<file path="config.mk">
export PLATFORM = sky130hd
export DESIGN_NAME = bdaf_framer
export DESIGN_NICKNAME = d
export VERILOG_FILES = /design/src/verilog/bdaf_pkg.sv /design/src/verilog/bdaf_rx_if.sv /design/src/verilog/bdaf_framer.sv /design/src/verilog/bdaf_rx_parser.sv
export SDC_FILE = /design/constraint.sdc
export NUM_CORES = 1
export LEC_CHECK = 0
export BUFFER_PORTS_ARGS = -buffer_cell sky130_fd_sc_hd__buf_2
export CAP_MARGIN = 20
export CORE_ASPECT_RATIO = 0.6
export CORE_MARGIN = 5
export CORE_UTILIZATION = 30
export DETAILED_ROUTE_END_ITERATION = 7
export PLACE_DENSITY_LB_ADDON = 0.1
export SLEW_MARGIN = 20
export SYNTH_ARGS = -nofsm -noshare
export SYNTH_HDL_FRONTEND = slang
export SYNTH_HIERARCHICAL = 1
export SYNTH_SLANG_ARGS = --single-unit
</file>
<file path="constraint.sdc">
create_clock -name clk -period 4 [get_ports clk]
set_input_delay 1.2 -clock clk [delete_from_list [all_inputs] [get_ports clk]]
set_output_delay 1.2 -clock clk [all_outputs]
set_load 0.005 [all_outputs]
</file>
<file path="src/verilog/bdaf_pkg.sv">
// constants and header builder for the buffer depth alert framer
package bdaf_pkg;

	// ****************************************************
	// header geometry
	// ****************************************************
	localparam int HDR_BYTES = 8;
	localparam int BYTE_W    = 8;
	localparam int HDR_W     = HDR_BYTES * BYTE_W;

	localparam logic [2:0] LAST_BYTE = 3'h7;
	localparam logic [2:0] CHAN_BYTE = 3'h4;
	localparam logic [2:0] FUNC_BYTE = 3'h1;
	localparam logic [2:0] RSV2_BYTE = 3'h2;
	localparam logic [2:0] XACT_BYTE = 3'h3;
	localparam logic [3:0] RX_FULL   = 4'h8;

	// ****************************************************
	// field values as transmitted
	// ****************************************************
	localparam logic        CV_VAL     = 1'h0;
	localparam logic        SEQ_VAL    = 1'h0;
	localparam logic [1:0]  EXT_VAL    = 2'h1;
	localparam logic        X_VAL      = 1'h0;
	localparam logic [2:0]  STREAM_VAL = 3'h0;
	localparam logic [3:0]  RSV1_VAL   = 4'h0;
	localparam logic [3:0]  FUNC_ALERT = 4'h1;
	localparam logic [7:0]  RSV2_VAL   = 8'h00;
	localparam logic [7:0]  XACT_VAL   = 8'h00;
	localparam logic [7:0]  CHAN_NONE  = 8'h00;
	localparam logic [23:0] RSV3_VAL   = 24'h000000;

	// ****************************************************
	// field positions
	// ****************************************************
	localparam int B0_CV_BIT  = 7;
	localparam int B0_SEQ_BIT = 6;
	localparam int B0_EXT_LO  = 4;
	localparam int B0_X_BIT   = 3;
	localparam int B0_FLOW_LO = 0;
	localparam int B1_FUNC_LO = 0;
	localparam int B1_RSV_LO  = 4;
	localparam int EXT_LO     = 60;
	localparam int FUNC_LO    = 48;
	localparam int CHAN_LO    = 24;

	// whole 8-byte header, most significant bit first
	function automatic logic [HDR_W-1:0] build_header(
		input logic [7:0] chan
	);
		build_header = {CV_VAL, SEQ_VAL, EXT_VAL, X_VAL, STREAM_VAL,
			RSV1_VAL, FUNC_ALERT, RSV2_VAL, XACT_VAL, chan, RSV3_VAL};
	endfunction

endpackage

</file>
<file path="src/verilog/bdaf_rx_if.sv">
// parsed alert results passed from the receive parser to the framer
interface bdaf_rx_if;
	logic       alert_seen;
	logic [7:0] alert_chan;

	modport parser (
		output alert_seen,
		output alert_chan
	);
	modport user (
		input  alert_seen,
		input  alert_chan
	);
endinterface

</file>
<file path="src/verilog/bdaf_framer.sv">
// buffer depth alert header framer: transmit packer and armed state
//
// Overview of operation
// - connectivity-verification flag bit is always sent as zero.
// - sequencing flag bit is sent as zero; no sequence number carried.
// - two-bit extended header indicator is sent as binary 01.
// - reserved bit after the extended header indicator is sent as zero.
// - three-bit queue_stream_index field is sent as all zeros.
// - four-bit reserved field before the function code is zero.
// - function code is 0001, marking a buffer depth alert.
// - reserved byte after the function code is sent as zero.
// - transaction identifier byte is unused and sent as zero.
// - channel byte carries the channel id or program_group_label from setup.
// - with several channels, channel byte names the channel that alerted.
// - with a single channel, the channel byte is sent as zero.
// - final three reserved bytes are sent as zeros.
// - exactly one alert per armed period when the average crosses.
module bdaf_framer (
	// clock and reset
	input  wire logic       clk,
	input  wire logic       rst_n,
	// alert request from the depth average comparator
	input  wire logic       alert_req,
	input  wire logic [7:0] alert_chan,
	input  wire logic       multi_chan,
	// monitoring control from the core
	input  wire logic       arm,
	output logic            armed,
	// transmit byte stream
	output logic            tx_valid,
	output logic [7:0]      tx_data,
	output logic            tx_first,
	output logic            tx_last,
	input  wire logic       tx_ready,
	// receive byte stream
	input  wire logic       rx_valid,
	input  wire logic [7:0] rx_data,
	input  wire logic       rx_first,
	output logic            rx_alert,
	output logic [7:0]      rx_alert_chan
);

	// ****************************************************
	// declarations
	// ****************************************************
	typedef enum logic {
		st_idle,
		st_send
	} bdaf_state_t;

	bdaf_state_t                state;
	logic [bdaf_pkg::HDR_W-1:0] hdr;
	logic [2:0]                 cnt;
	logic                       accept;
	logic                       step;
	logic [7:0]                 chan_sel;

	bdaf_rx_if rif ();

	// ****************************************************
	// request acceptance and arming
	// ****************************************************
	// a request while unarmed or mid-frame is dropped: the comparator
	// re-raises it while the average stays high, so nothing is lost
	assign accept   = alert_req && armed && state == st_idle;
	assign step     = tx_valid && tx_ready;
	assign chan_sel = multi_chan ? alert_chan
		: bdaf_pkg::CHAN_NONE;

	// re-arming in the same cycle as an accepted alert wins
	always_ff @(posedge clk or negedge rst_n) begin
		if (!rst_n)
			armed <= 1'h0;
		else if (arm)
			armed <= 1'h1;
		else if (accept)
			armed <= 1'h0;
	end

	// ****************************************************
	// frame sequencing
	// ****************************************************
	always_ff @(posedge clk or negedge rst_n) begin
		if (!rst_n) begin
			state <= st_idle;
			cnt   <= 3'h0;
		end else begin
			unique case (state)
				st_idle: begin
					if (accept) begin
						state <= st_send;
						cnt   <= 3'h0;
					end
				end
				st_send: begin
					if (step) begin
						if (cnt == bdaf_pkg::LAST_BYTE)
							state <= st_idle;
						cnt <= cnt + 3'h1;
					end
				end
			endcase
		end
	end

	// ****************************************************
	// header packing and byte output
	// ****************************************************
	// whole header is built at once so the channel cannot change
	// half way through the frame
	always_ff @(posedge clk or negedge rst_n) begin
		if (!rst_n) begin
			hdr     <= '0;
			tx_data <= 8'h00;
		end else if (accept) begin
			hdr     <= bdaf_pkg::build_header(chan_sel);
			tx_data <= bdaf_pkg::build_header(chan_sel)
				[bdaf_pkg::HDR_W-1 -: bdaf_pkg::BYTE_W];
		end else if (step) begin
			hdr     <= {hdr[bdaf_pkg::HDR_W-bdaf_pkg::BYTE_W-1:0],
				8'h00};
			tx_data <= hdr[bdaf_pkg::HDR_W-bdaf_pkg::BYTE_W-1
				-: bdaf_pkg::BYTE_W];
		end
	end

	always_ff @(posedge clk or negedge rst_n) begin
		if (!rst_n) begin
			tx_valid <= 1'h0;
			tx_first <= 1'h0;
			tx_last  <= 1'h0;
		end else if (accept) begin
			tx_valid <= 1'h1;
			tx_first <= 1'h1;
			tx_last  <= 1'h0;
		end else if (step) begin
			tx_valid <= cnt != bdaf_pkg::LAST_BYTE;
			tx_first <= 1'h0;
			tx_last  <= cnt == bdaf_pkg::LAST_BYTE - 3'h1;
		end
	end

	// ****************************************************
	// receive side
	// ****************************************************
	bdaf_rx_parser u_rx (
		.clk      (clk),
		.rst_n    (rst_n),
		.rx_valid (rx_valid),
		.rx_data  (rx_data),
		.rx_first (rx_first),
		.rif      (rif.parser)
	);

	always_ff @(posedge clk or negedge rst_n) begin
		if (!rst_n) begin
			rx_alert      <= 1'h0;
			rx_alert_chan <= 8'h00;
		end else begin
			rx_alert <= rif.alert_seen;
			if (rif.alert_seen)
				rx_alert_chan <= rif.alert_chan;
		end
	end

	// expected channel, captured independently of the packer
	logic [7:0] exp_chan;
	always_ff @(posedge clk or negedge rst_n) begin
		if (!rst_n)
			exp_chan <= 8'h00;
		else if (alert_req && armed && !tx_valid)
			exp_chan <= multi_chan ? alert_chan : 8'h00;
	end

	// handshakes seen in the current frame, kept apart from the
	// sequencer count so that a slip in one shows up in the other
	logic [3:0] seen_bytes;
	always_ff @(posedge clk or negedge rst_n) begin
		if (!rst_n)
			seen_bytes <= 4'h0;
		else if (accept)
			seen_bytes <= 4'h0;
		else if (step)
			seen_bytes <= seen_bytes + 4'h1;
	end
endmodule

</file>
<file path="src/verilog/bdaf_rx_parser.sv">
// receive parser for the 8-byte alert sublayer header
module bdaf_rx_parser (
	// clock and reset
	input  wire logic       clk,
	input  wire logic       rst_n,
	// receive byte stream
	input  wire logic       rx_valid,
	input  wire logic [7:0] rx_data,
	input  wire logic       rx_first,
	// parsed results
	bdaf_rx_if.parser       rif
);

	logic [bdaf_pkg::HDR_W-1:0] shreg;
	logic [3:0]                 cnt;
	logic [bdaf_pkg::HDR_W-1:0] next_shreg;
	logic [3:0]                 next_cnt;
	logic                       done;

	assign next_shreg = {shreg[bdaf_pkg::HDR_W-bdaf_pkg::BYTE_W-1:0],
		rx_data};
	assign next_cnt   = rx_first ? 4'h1 : cnt + 4'h1;
	// bytes past the header are ignored until the next first byte
	assign done       = rx_valid && (rx_first || cnt < bdaf_pkg::RX_FULL)
		&& next_cnt == bdaf_pkg::RX_FULL;

	always_ff @(posedge clk or negedge rst_n) begin
		if (!rst_n) begin
			shreg <= '0;
			cnt   <= 4'h0;
		end else if (rx_valid && (rx_first || cnt < bdaf_pkg::RX_FULL)) begin
			shreg <= next_shreg;
			cnt   <= next_cnt;
		end
	end

	// only the extension marker and function code are judged;
	// reserved, stream index and transaction bytes may hold anything
	always_ff @(posedge clk or negedge rst_n) begin
		if (!rst_n) begin
			rif.alert_seen <= 1'h0;
			rif.alert_chan <= 8'h00;
		end else begin
			rif.alert_seen <= done
				&& next_shreg[bdaf_pkg::EXT_LO +: 2] == bdaf_pkg::EXT_VAL
				&& next_shreg[bdaf_pkg::FUNC_LO +: 4]
					== bdaf_pkg::FUNC_ALERT;
			if (done)
				rif.alert_chan <= next_shreg[bdaf_pkg::CHAN_LO +: 8];
		end
	end

endmodule
</file>
Word level (Yosys, flattened, before mapping) --
Index checks and enable logic that the tools add are counted.
Word-level totals: bits in latches 0, ROM bits 0, logic and storage cells 58, bits in registers 148, memory bits (writable) 0, memories 0
Cells by class: reductions and logical operators 11, $lt $le $gt $ge 1, shift operators 0, add/sub/neg operators 2, eq/ne operators 8, div/mod/pow operators 0, bitwise gates (word level) 1, $mul 0, muxes and demuxes 21
Operators with widths (count):
- 56-bit two-way mux | 2
- 8-bit two-way mux | 3
- 1-bit two-way mux | 11
- 1-bit logical AND | 7
- 3-bit == test (second input constant) | 2
- 3-bit two-way mux | 2
- 3-bit case mux with 2 select lines | 1
- 4-bit by 1-bit adder with 4-bit output (second input constant) | 1
- 4-bit by 1-bit == test with 1-bit output (second input constant) | 1
- 4-bit == test (second input constant) | 1
- 4-bit less-than comparator (second input constant) | 1
- 4-bit two-way mux | 1
- 2-bit nonzero test | 2
- 3-bit by 1-bit adder with 3-bit output (second input constant) | 1
- 3-bit inequality test (second input constant) | 1
- 2-bit by 1-bit == test with 1-bit output (second input constant) | 1
- 2-bit by 1-bit inequality test with 1-bit output (second input constant) | 1
- 2-bit inequality test (second input constant) | 1
- 1-bit case mux with 2 select lines | 1
- 2-bit AND reduction | 1
- 1-bit logical OR | 1
- 1-bit NOT | 1

Depth between registers and ports, before layout --
Gate-level depths: netlist of the first run.
depth in word-level cells 6, mapped depth 5, mapped depth without buffers 5

Hierarchy --
The synthesis of the first run kept the hierarchy.
Modules (own cells, without submodules):
- bdaf_framer | sequential area each 1426.4 µm², times used 1, cells each 233, area each 2484.9 µm²
- bdaf_rx_parser | sequential area each 1426.4 µm², times used 1, cells each 136, area each 2248.4 µm²

Least setup slack after synthesis of the first run --
No wires, ideal clock.
path kind input to register, start input port rx_first, end register u_rx.rif.alert_chan[0], cell stages on the path 4, setup time 125 ps, required time 3875 ps, arrival time 2244 ps, path slack 1631 ps, path buffers 1, cells stage by stage buf_2 nand4b_4 nor3_4 mux2_2
Between the ends: cells in the longest elaborated chain, start to end 3, elaborated cells on any way between the ends 5
RTL lines:
- start: declaration | line bdaf_framer.sv:38 | input wire logic rx_first,
- 4-bit two-way mux / 1-bit logical OR (equally long branches) | line bdaf_rx_parser.sv:22, bdaf_rx_parser.sv:24
- 4-bit == test / 1-bit logical AND (equally long branches) | line bdaf_rx_parser.sv:25, bdaf_rx_parser.sv:24
- 1-bit logical AND (*) | line bdaf_rx_parser.sv:25 | && next_cnt == bdaf_pkg::RX_FULL;
- end signal: assignment | line bdaf_rx_parser.sv:49 | rif.alert_chan <= next_shreg[bdaf_pkg::CHAN_LO +: 8];
- end: declaration | line bdaf_rx_if.sv:8 | output alert_chan
Every way passes the cells marked *; elsewhere a longest branch is shown, timed or not. A chain may end at the register's enable or synchronous reset.

Final worst setup path of the first run --
start register tx_valid, end output port tx_valid
RTL lines:
- start: declaration | line bdaf_framer.sv:30 | output logic tx_valid,
- start signal: assignment | line bdaf_framer.sv:137 | tx_valid <= cnt != bdaf_pkg::LAST_BYTE;
No word-level cell between the ends.

==> impl_metrics.toml, run 1 <==
[status]
status = "finished clean"

[worst_setup_path]
slowest_stage = "dfrtp_1"
critPathBufInv = 1
critPathTopFamily = "flip-flops"
crit_type = "flop to output port"
rrSetupSlack_ns = 2.11
end_kind = "output port"
reg2reg_depth = 4
crit_chain = "buf_2"
rr_endpoint = "u_rx/rif.alert_chan[1]"
crit_fanout = 6
cp_data_arrival_time_ns = 0.98
startpoint_type = "flop"
timing.rr.start = "u_rx/cnt[0]"
max_stage_delay_ns = 0.43
required_ns = 2.80

[yosys]
synth_cells = 369
yosysWarnings = 6
synth_fp_nets = 397
synth_top_flop_cell = "dfrtp_1"
synth.yosys.seq_area_share = 0.603
synth_top_area_frac = 0.603
synth-async-reset-ratio = 1.00
yosys.area.top_type = "dfrtp_1"
syn_area_mm2 = 0.00473
syn_area_per_cell_um2 = 12.8
synthTopCellsByArea = "dfrtp_1 60%, mux2_2 14%, nand2_1 6.6%, a21oi_2 5.0%, nand3_1 1.8%"
ys_types = 39
synth_edf_count = 0
ys_ff_latch = 114

[place]
place.gp.congestion = 0.697
place_hpwl_mm = 5.38
io_buffers = 44

[clock_tree]
cts_setup_buffers = 0
cts_buffer_depth = 2
postCtsHoldBufs = 0
clk_pin_slew_worst_paths_ns = 0.05
numCtsBuffers = 17
cts_tree = "done"
htreeDepth = 4
root_buffer = "clkbuf_16"
worst_skew_pair.late_latency_ns = 0.40
cts_sinks = 114
ctsResizeCount = 0

[power_and_ir_drop]
ir_drop_v = 0.000237
power-per-cell-area_mw_per_mm2 = 656
p_leak_nw = 2.56

[grt]
grt_pass1_wl_mm = 15.3
grt_util_all_layers = 0.106
grt_util_met1 = 0.162
first_global_vias = 2978
grt_use_met2 = 0.133
grt_antenna_before_repair = 0
grt_busiest_layer = "met1"
gr-total-overflow = 0
grt_start_max_net_pins = 115
use_met3 = 0.0345

[floorplan]
die_area_mm2 = 0.0185
rows = 35
core_mm2 = 0.0154
pin_count = 45
die_w_um = 172
die_h_um = 107
start_util = 0.307

[finish]
synthToLayoutAreaGrowth_pct = 19.7
final_nets = 442
layout-drive-gt1-share = 0.396
diodes = 0
final_core_util = 0.368

[routing]
wl_per_cell_um = 14.2
dr_total_vias = 2751
drcViolationCount = 0
drtIter0Drc = 159
ant_nets = 0
drt-total-wl_mm = 8.96
viasPerCell = 4.37
first_pass_iters = 4

[sta]
worstMarginPinSlew_ns = 0.861
max-slew-margin-rel = 0.424
grt_setup_unrepaired = "no"
fin_tns_setup_ns = 0
drv_slew = 0
finalSetupViolCount = 0
period_needed_ns = 2.18
skew_ns = 0.00756
hold_violations = 0
max_clock_freq_mhz = 459
final.period_utilization = 0.544

[hold_path]
hold_path_startpoint = "tx_first"
min_to = "tx_first"
holdPathStages = 2
hold_path_class = "flop to flop"

[flow_run]
maxCapViolations = 0
[layout by cell type (no fill, tap or decap), types with 4 or more instances in the layout]
cell,Yosys,routed
a21oi_2,27,27
a21oi_1,4,4
ha_1,4,4
nand2_1,83,83
dfrtp_1,114,114
clkbuf_16,0,17
clkbuf_8,0,4
nand3_1,17,17
mux2_2,57,57
o21ai_0,6,6
buf_2,7,43
[how the worst max path moves through the flow]
stage / from / endpoint / slack [ns] / cells after the start
2_1_floorplan: rx_first / u_rx/rif.alert_chan[0] / 1.63 / 4
3_3_place_gp: alert_req / hdr[52] / 1.42 / 5
3_5_place_dp: rx_first / u_rx/rif.alert_chan[0] / 1.41 / 4
4_1_cts: tx_valid / tx_valid / 1.79 / 1
5_1_grt: tx_valid / tx_valid / 1.77 / 1
6_report: tx_valid / tx_valid / 1.82 / 1
[metrics by stage]
step | power [mW] | std cells | instance area, um2 | worst slack [ns] | hold WS [ns]
after floorplan | 2.06 | 369 | 4730 | 1.63 | 0.349
after global placement | 2.17 | 598 | 5050 | 1.42 | 0.474
after detailed placement | 2.20 | 598 | 5050 | 1.41 | 0.470
after CTS | 3.78 | 630 | 5670 | 1.79 | 0.488
after global routing | 3.94 | 630 | 5670 | 1.77 | 0.511
final | 3.72 | 630 | 5670 | 1.82 | 0.482
[Yosys cell counts (all sizes together) (2+ instances only)]
library cell    n
dfrtp         114
nand2          85
mux2           60
a21oi          31
buf            21
nand3          17
o21ai          10
ha              4
inv             3
nand3b          3
nand2b          2
nor2            2
o211ai          2
[layer usage]
layer / routed length [um] / vias up
li1: - / 1356
met1: 5020 / 1337
met2: 3470 / 45
met3: 326 / 13
met4: 148 / 0
met5: 0 / -
[final cells by class]
class / instances / area, um2
fill: 1522 / 9750
sequential: 114 / 2850
multi-input combinational: 231 / 1680
clock buffer: 23 / 488
timing repair buffer: 47 / 258
tap: 203 / 254
clock inverter: 9 / 128
inverter: 3 / 11.3
[power by group]
group	leakage, nW	switching (mW)	internal [mW]
Clock	0.295	0.517	1.04
Sequential	1.46	0.167	1.42
Combinational	0.801	0.298	0.274
Total	2.56	0.981	2.74
[flip-flops by register name, summed over array words and instances, names as in the netlist]
register	cells
cnt	3
hdr	32
u_rx/cnt	4
armed	1
rx_alert	1
u_rx/rif.alert_chan	8
u_rx/shreg	44
u_rx/rif.alert_seen	1
tx_last	1
state	1
rx_alert_chan	8
tx_first	1
tx_data	8
tx_valid	1
[cells by family after synthesis]
group | synth area share
simple gates | 0.115
flops | 0.603
mux | 0.145
compound gates | 0.0812
buf+inv | 0.0457
fa+ha+maj | 0.0106
(Power assumes the default switching activity.)
==> inputs of run 2 (changes only) <==
==> constraint.sdc (replaced) <==
create_clock -name clk -period 2.1 [get_ports clk]
set_input_delay 0.63 -clock clk [delete_from_list [all_inputs] [get_ports clk]]
set_output_delay 0.63 -clock clk [all_outputs]
set_load 0.005 [all_outputs]
==> impl_metrics.toml, run 2 (synthesis gave the netlist of run 1 again) <==
[worst_setup_path]
slowest_stage = "dfrtp_1"
cp_data_arrival_time_ns = 2.03
crit_chain = "ha_1 -> nand2b_1 -> nor3_4 -> buf_12 -> mux2_2"
max_stage_delay_ns = 0.45
crit_fanout = 8
end_kind = "flop"
required_ns = 2.38
startpoint_type = "flop"
crit_type = "flop to flop"

[sta]
hold_violations = 0
skew_ns = 0.0103
max_clock_freq_mhz = 573
worstMarginPinSlew_ns = 0.514
fin_tns_setup_ns = 0
max-slew-margin-rel = 0.653
setup_slack_ns = 0.355
drv_slew = 0
period_needed_ns = 1.75
final.period_utilization = 0.831
grt_setup_unrepaired = "no"
fin_hold_ws_ns = 0.207
finalSetupViolCount = 0

[grt]
grt_antenna_before_repair = 0
first_global_vias = 2931
grt_pass1_wl_mm = 15.5
grt_util_all_layers = 0.109
grt_start_max_net_pins = 70
gr-total-overflow = 0

[floorplan]
die_h_um = 107
start_util = 0.307
rows = 35
die_w_um = 172
pin_count = 45
core_mm2 = 0.0154
die_area_mm2 = 0.0185

[routing]
dr_total_vias = 2788
first_pass_iters = 4
drtIter0Drc = 164
ant_nets = 0
viasPerCell = 4.39
drcViolationCount = 0
drt-total-wl_mm = 8.91
wl_per_cell_um = 14.0

[clock_tree]
root_buffer = "clkbuf_16"
cts_buffer_depth = 2
ctsResizeCount = 0
cts_setup_buffers = 0
clk_pin_slew_worst_paths_ns = 0.06
htreeDepth = 4
numCtsBuffers = 17
worst_skew_pair.late_latency_ns = 0.40
postCtsHoldBufs = 0
cts_sinks = 114
cts_tree = "done"

[finish]
reg_top3 = "u_rx/shreg: 44 flops, hdr: 32 flops"
synthToLayoutAreaGrowth_pct = 21.5
final_common_cell = "dfrtp_1"
final_core_util = 0.373
layout-drive-gt1-share = 0.400
regMostFlops = "u_rx/shreg"
finalInstanceArea_mm2 = 0.00575
diodes = 0
largest_reg_flops = 44
final_cell_mix = "114 x dfrtp_1, 83 x nand2_1, 57 x mux2_2"
fin_cells = 635
final_nets = 447

[place]
postPlaceCellArea_mm2 = 0.00515
place_hpwl_mm = 5.63
dp_cells = 603
place.gp.congestion = 0.674
place_ws_ns = 0.230
io_buffers = 44

[power_and_ir_drop]
power-per-cell-area_mw_per_mm2 = 1230
total_power_mw = 7.04
p_leak_nw = 2.59
ir_drop_v = 0.000429

[hold_path]
hold_path_class = "input port to async pin"

[status]
status = "finished clean"

[flow_run]
maxCapViolations = 0
[run 2: cell types whose count changed in the layout (fill, tap and decap cells not counted), sizes merged]
cell / change
buf: +5
clkbuf: -1
clkinv: +1
[run 2: path summary, 6_finish.rpt]
path	start	endpoint	slack, ns	depth (start not counted)
setup / recovery	u_rx/cnt[0]	u_rx/rif.alert_chan[1]	0.35	5
hold / removal	rst_n	tx_valid	0.21	2
setup reg to reg	u_rx/cnt[0]	u_rx/rif.alert_chan[1]	0.35	5
hold reg to reg	u_rx/rif.alert_chan[6]	u_rx/rif.alert_chan[6]	0.48	1
max in group asynchronous	rst_n	u_rx/cnt[1]	1.52	2
min in group clk	arm	armed	0.40	2
[run 2: final cells by class]
class                           count  area [um2]
Clock buffer                       22         464
Clock inverter                     10         133
Fill cell                        1521        9670
Inverter                            3        11.3
Multi-Input combinational cell    231        1680
Sequential cell                   114        2850
Tap cell                          203         254
Timing Repair Buffer               52         358
[run 2: critical path, delay by kind of cell, from the launching register on]
family / cells / cell delay [ns]
AND/OR/NAND/NOR: 2 / 0.35
flip-flops: 1 / 0.45
adder cells (fa/ha/maj): 1 / 0.33
buffers and inverters: 1 / 0.16
multiplexers: 1 / 0.33
[run 2: power by group]
group | switching [mW] | internal (mW) | leakage, nW
Clock | 0.965 | 1.92 | 0.286
Combinational | 0.573 | 0.562 | 0.847
Sequential | 0.320 | 2.71 | 1.46
Total | 1.86 | 5.19 | 2.59
[run 2: layer usage]
metal | vias up | share of wire | global-route usage
li1 | 1365 | - | -
met1 | 1368 | 0.56 | 0.169
met3 | 12 | 0.037 | 0.0286
met5 | - | 0 | 0
met4 | 0 | 0.015 | 0.0589
met2 | 43 | 0.39 | 0.132
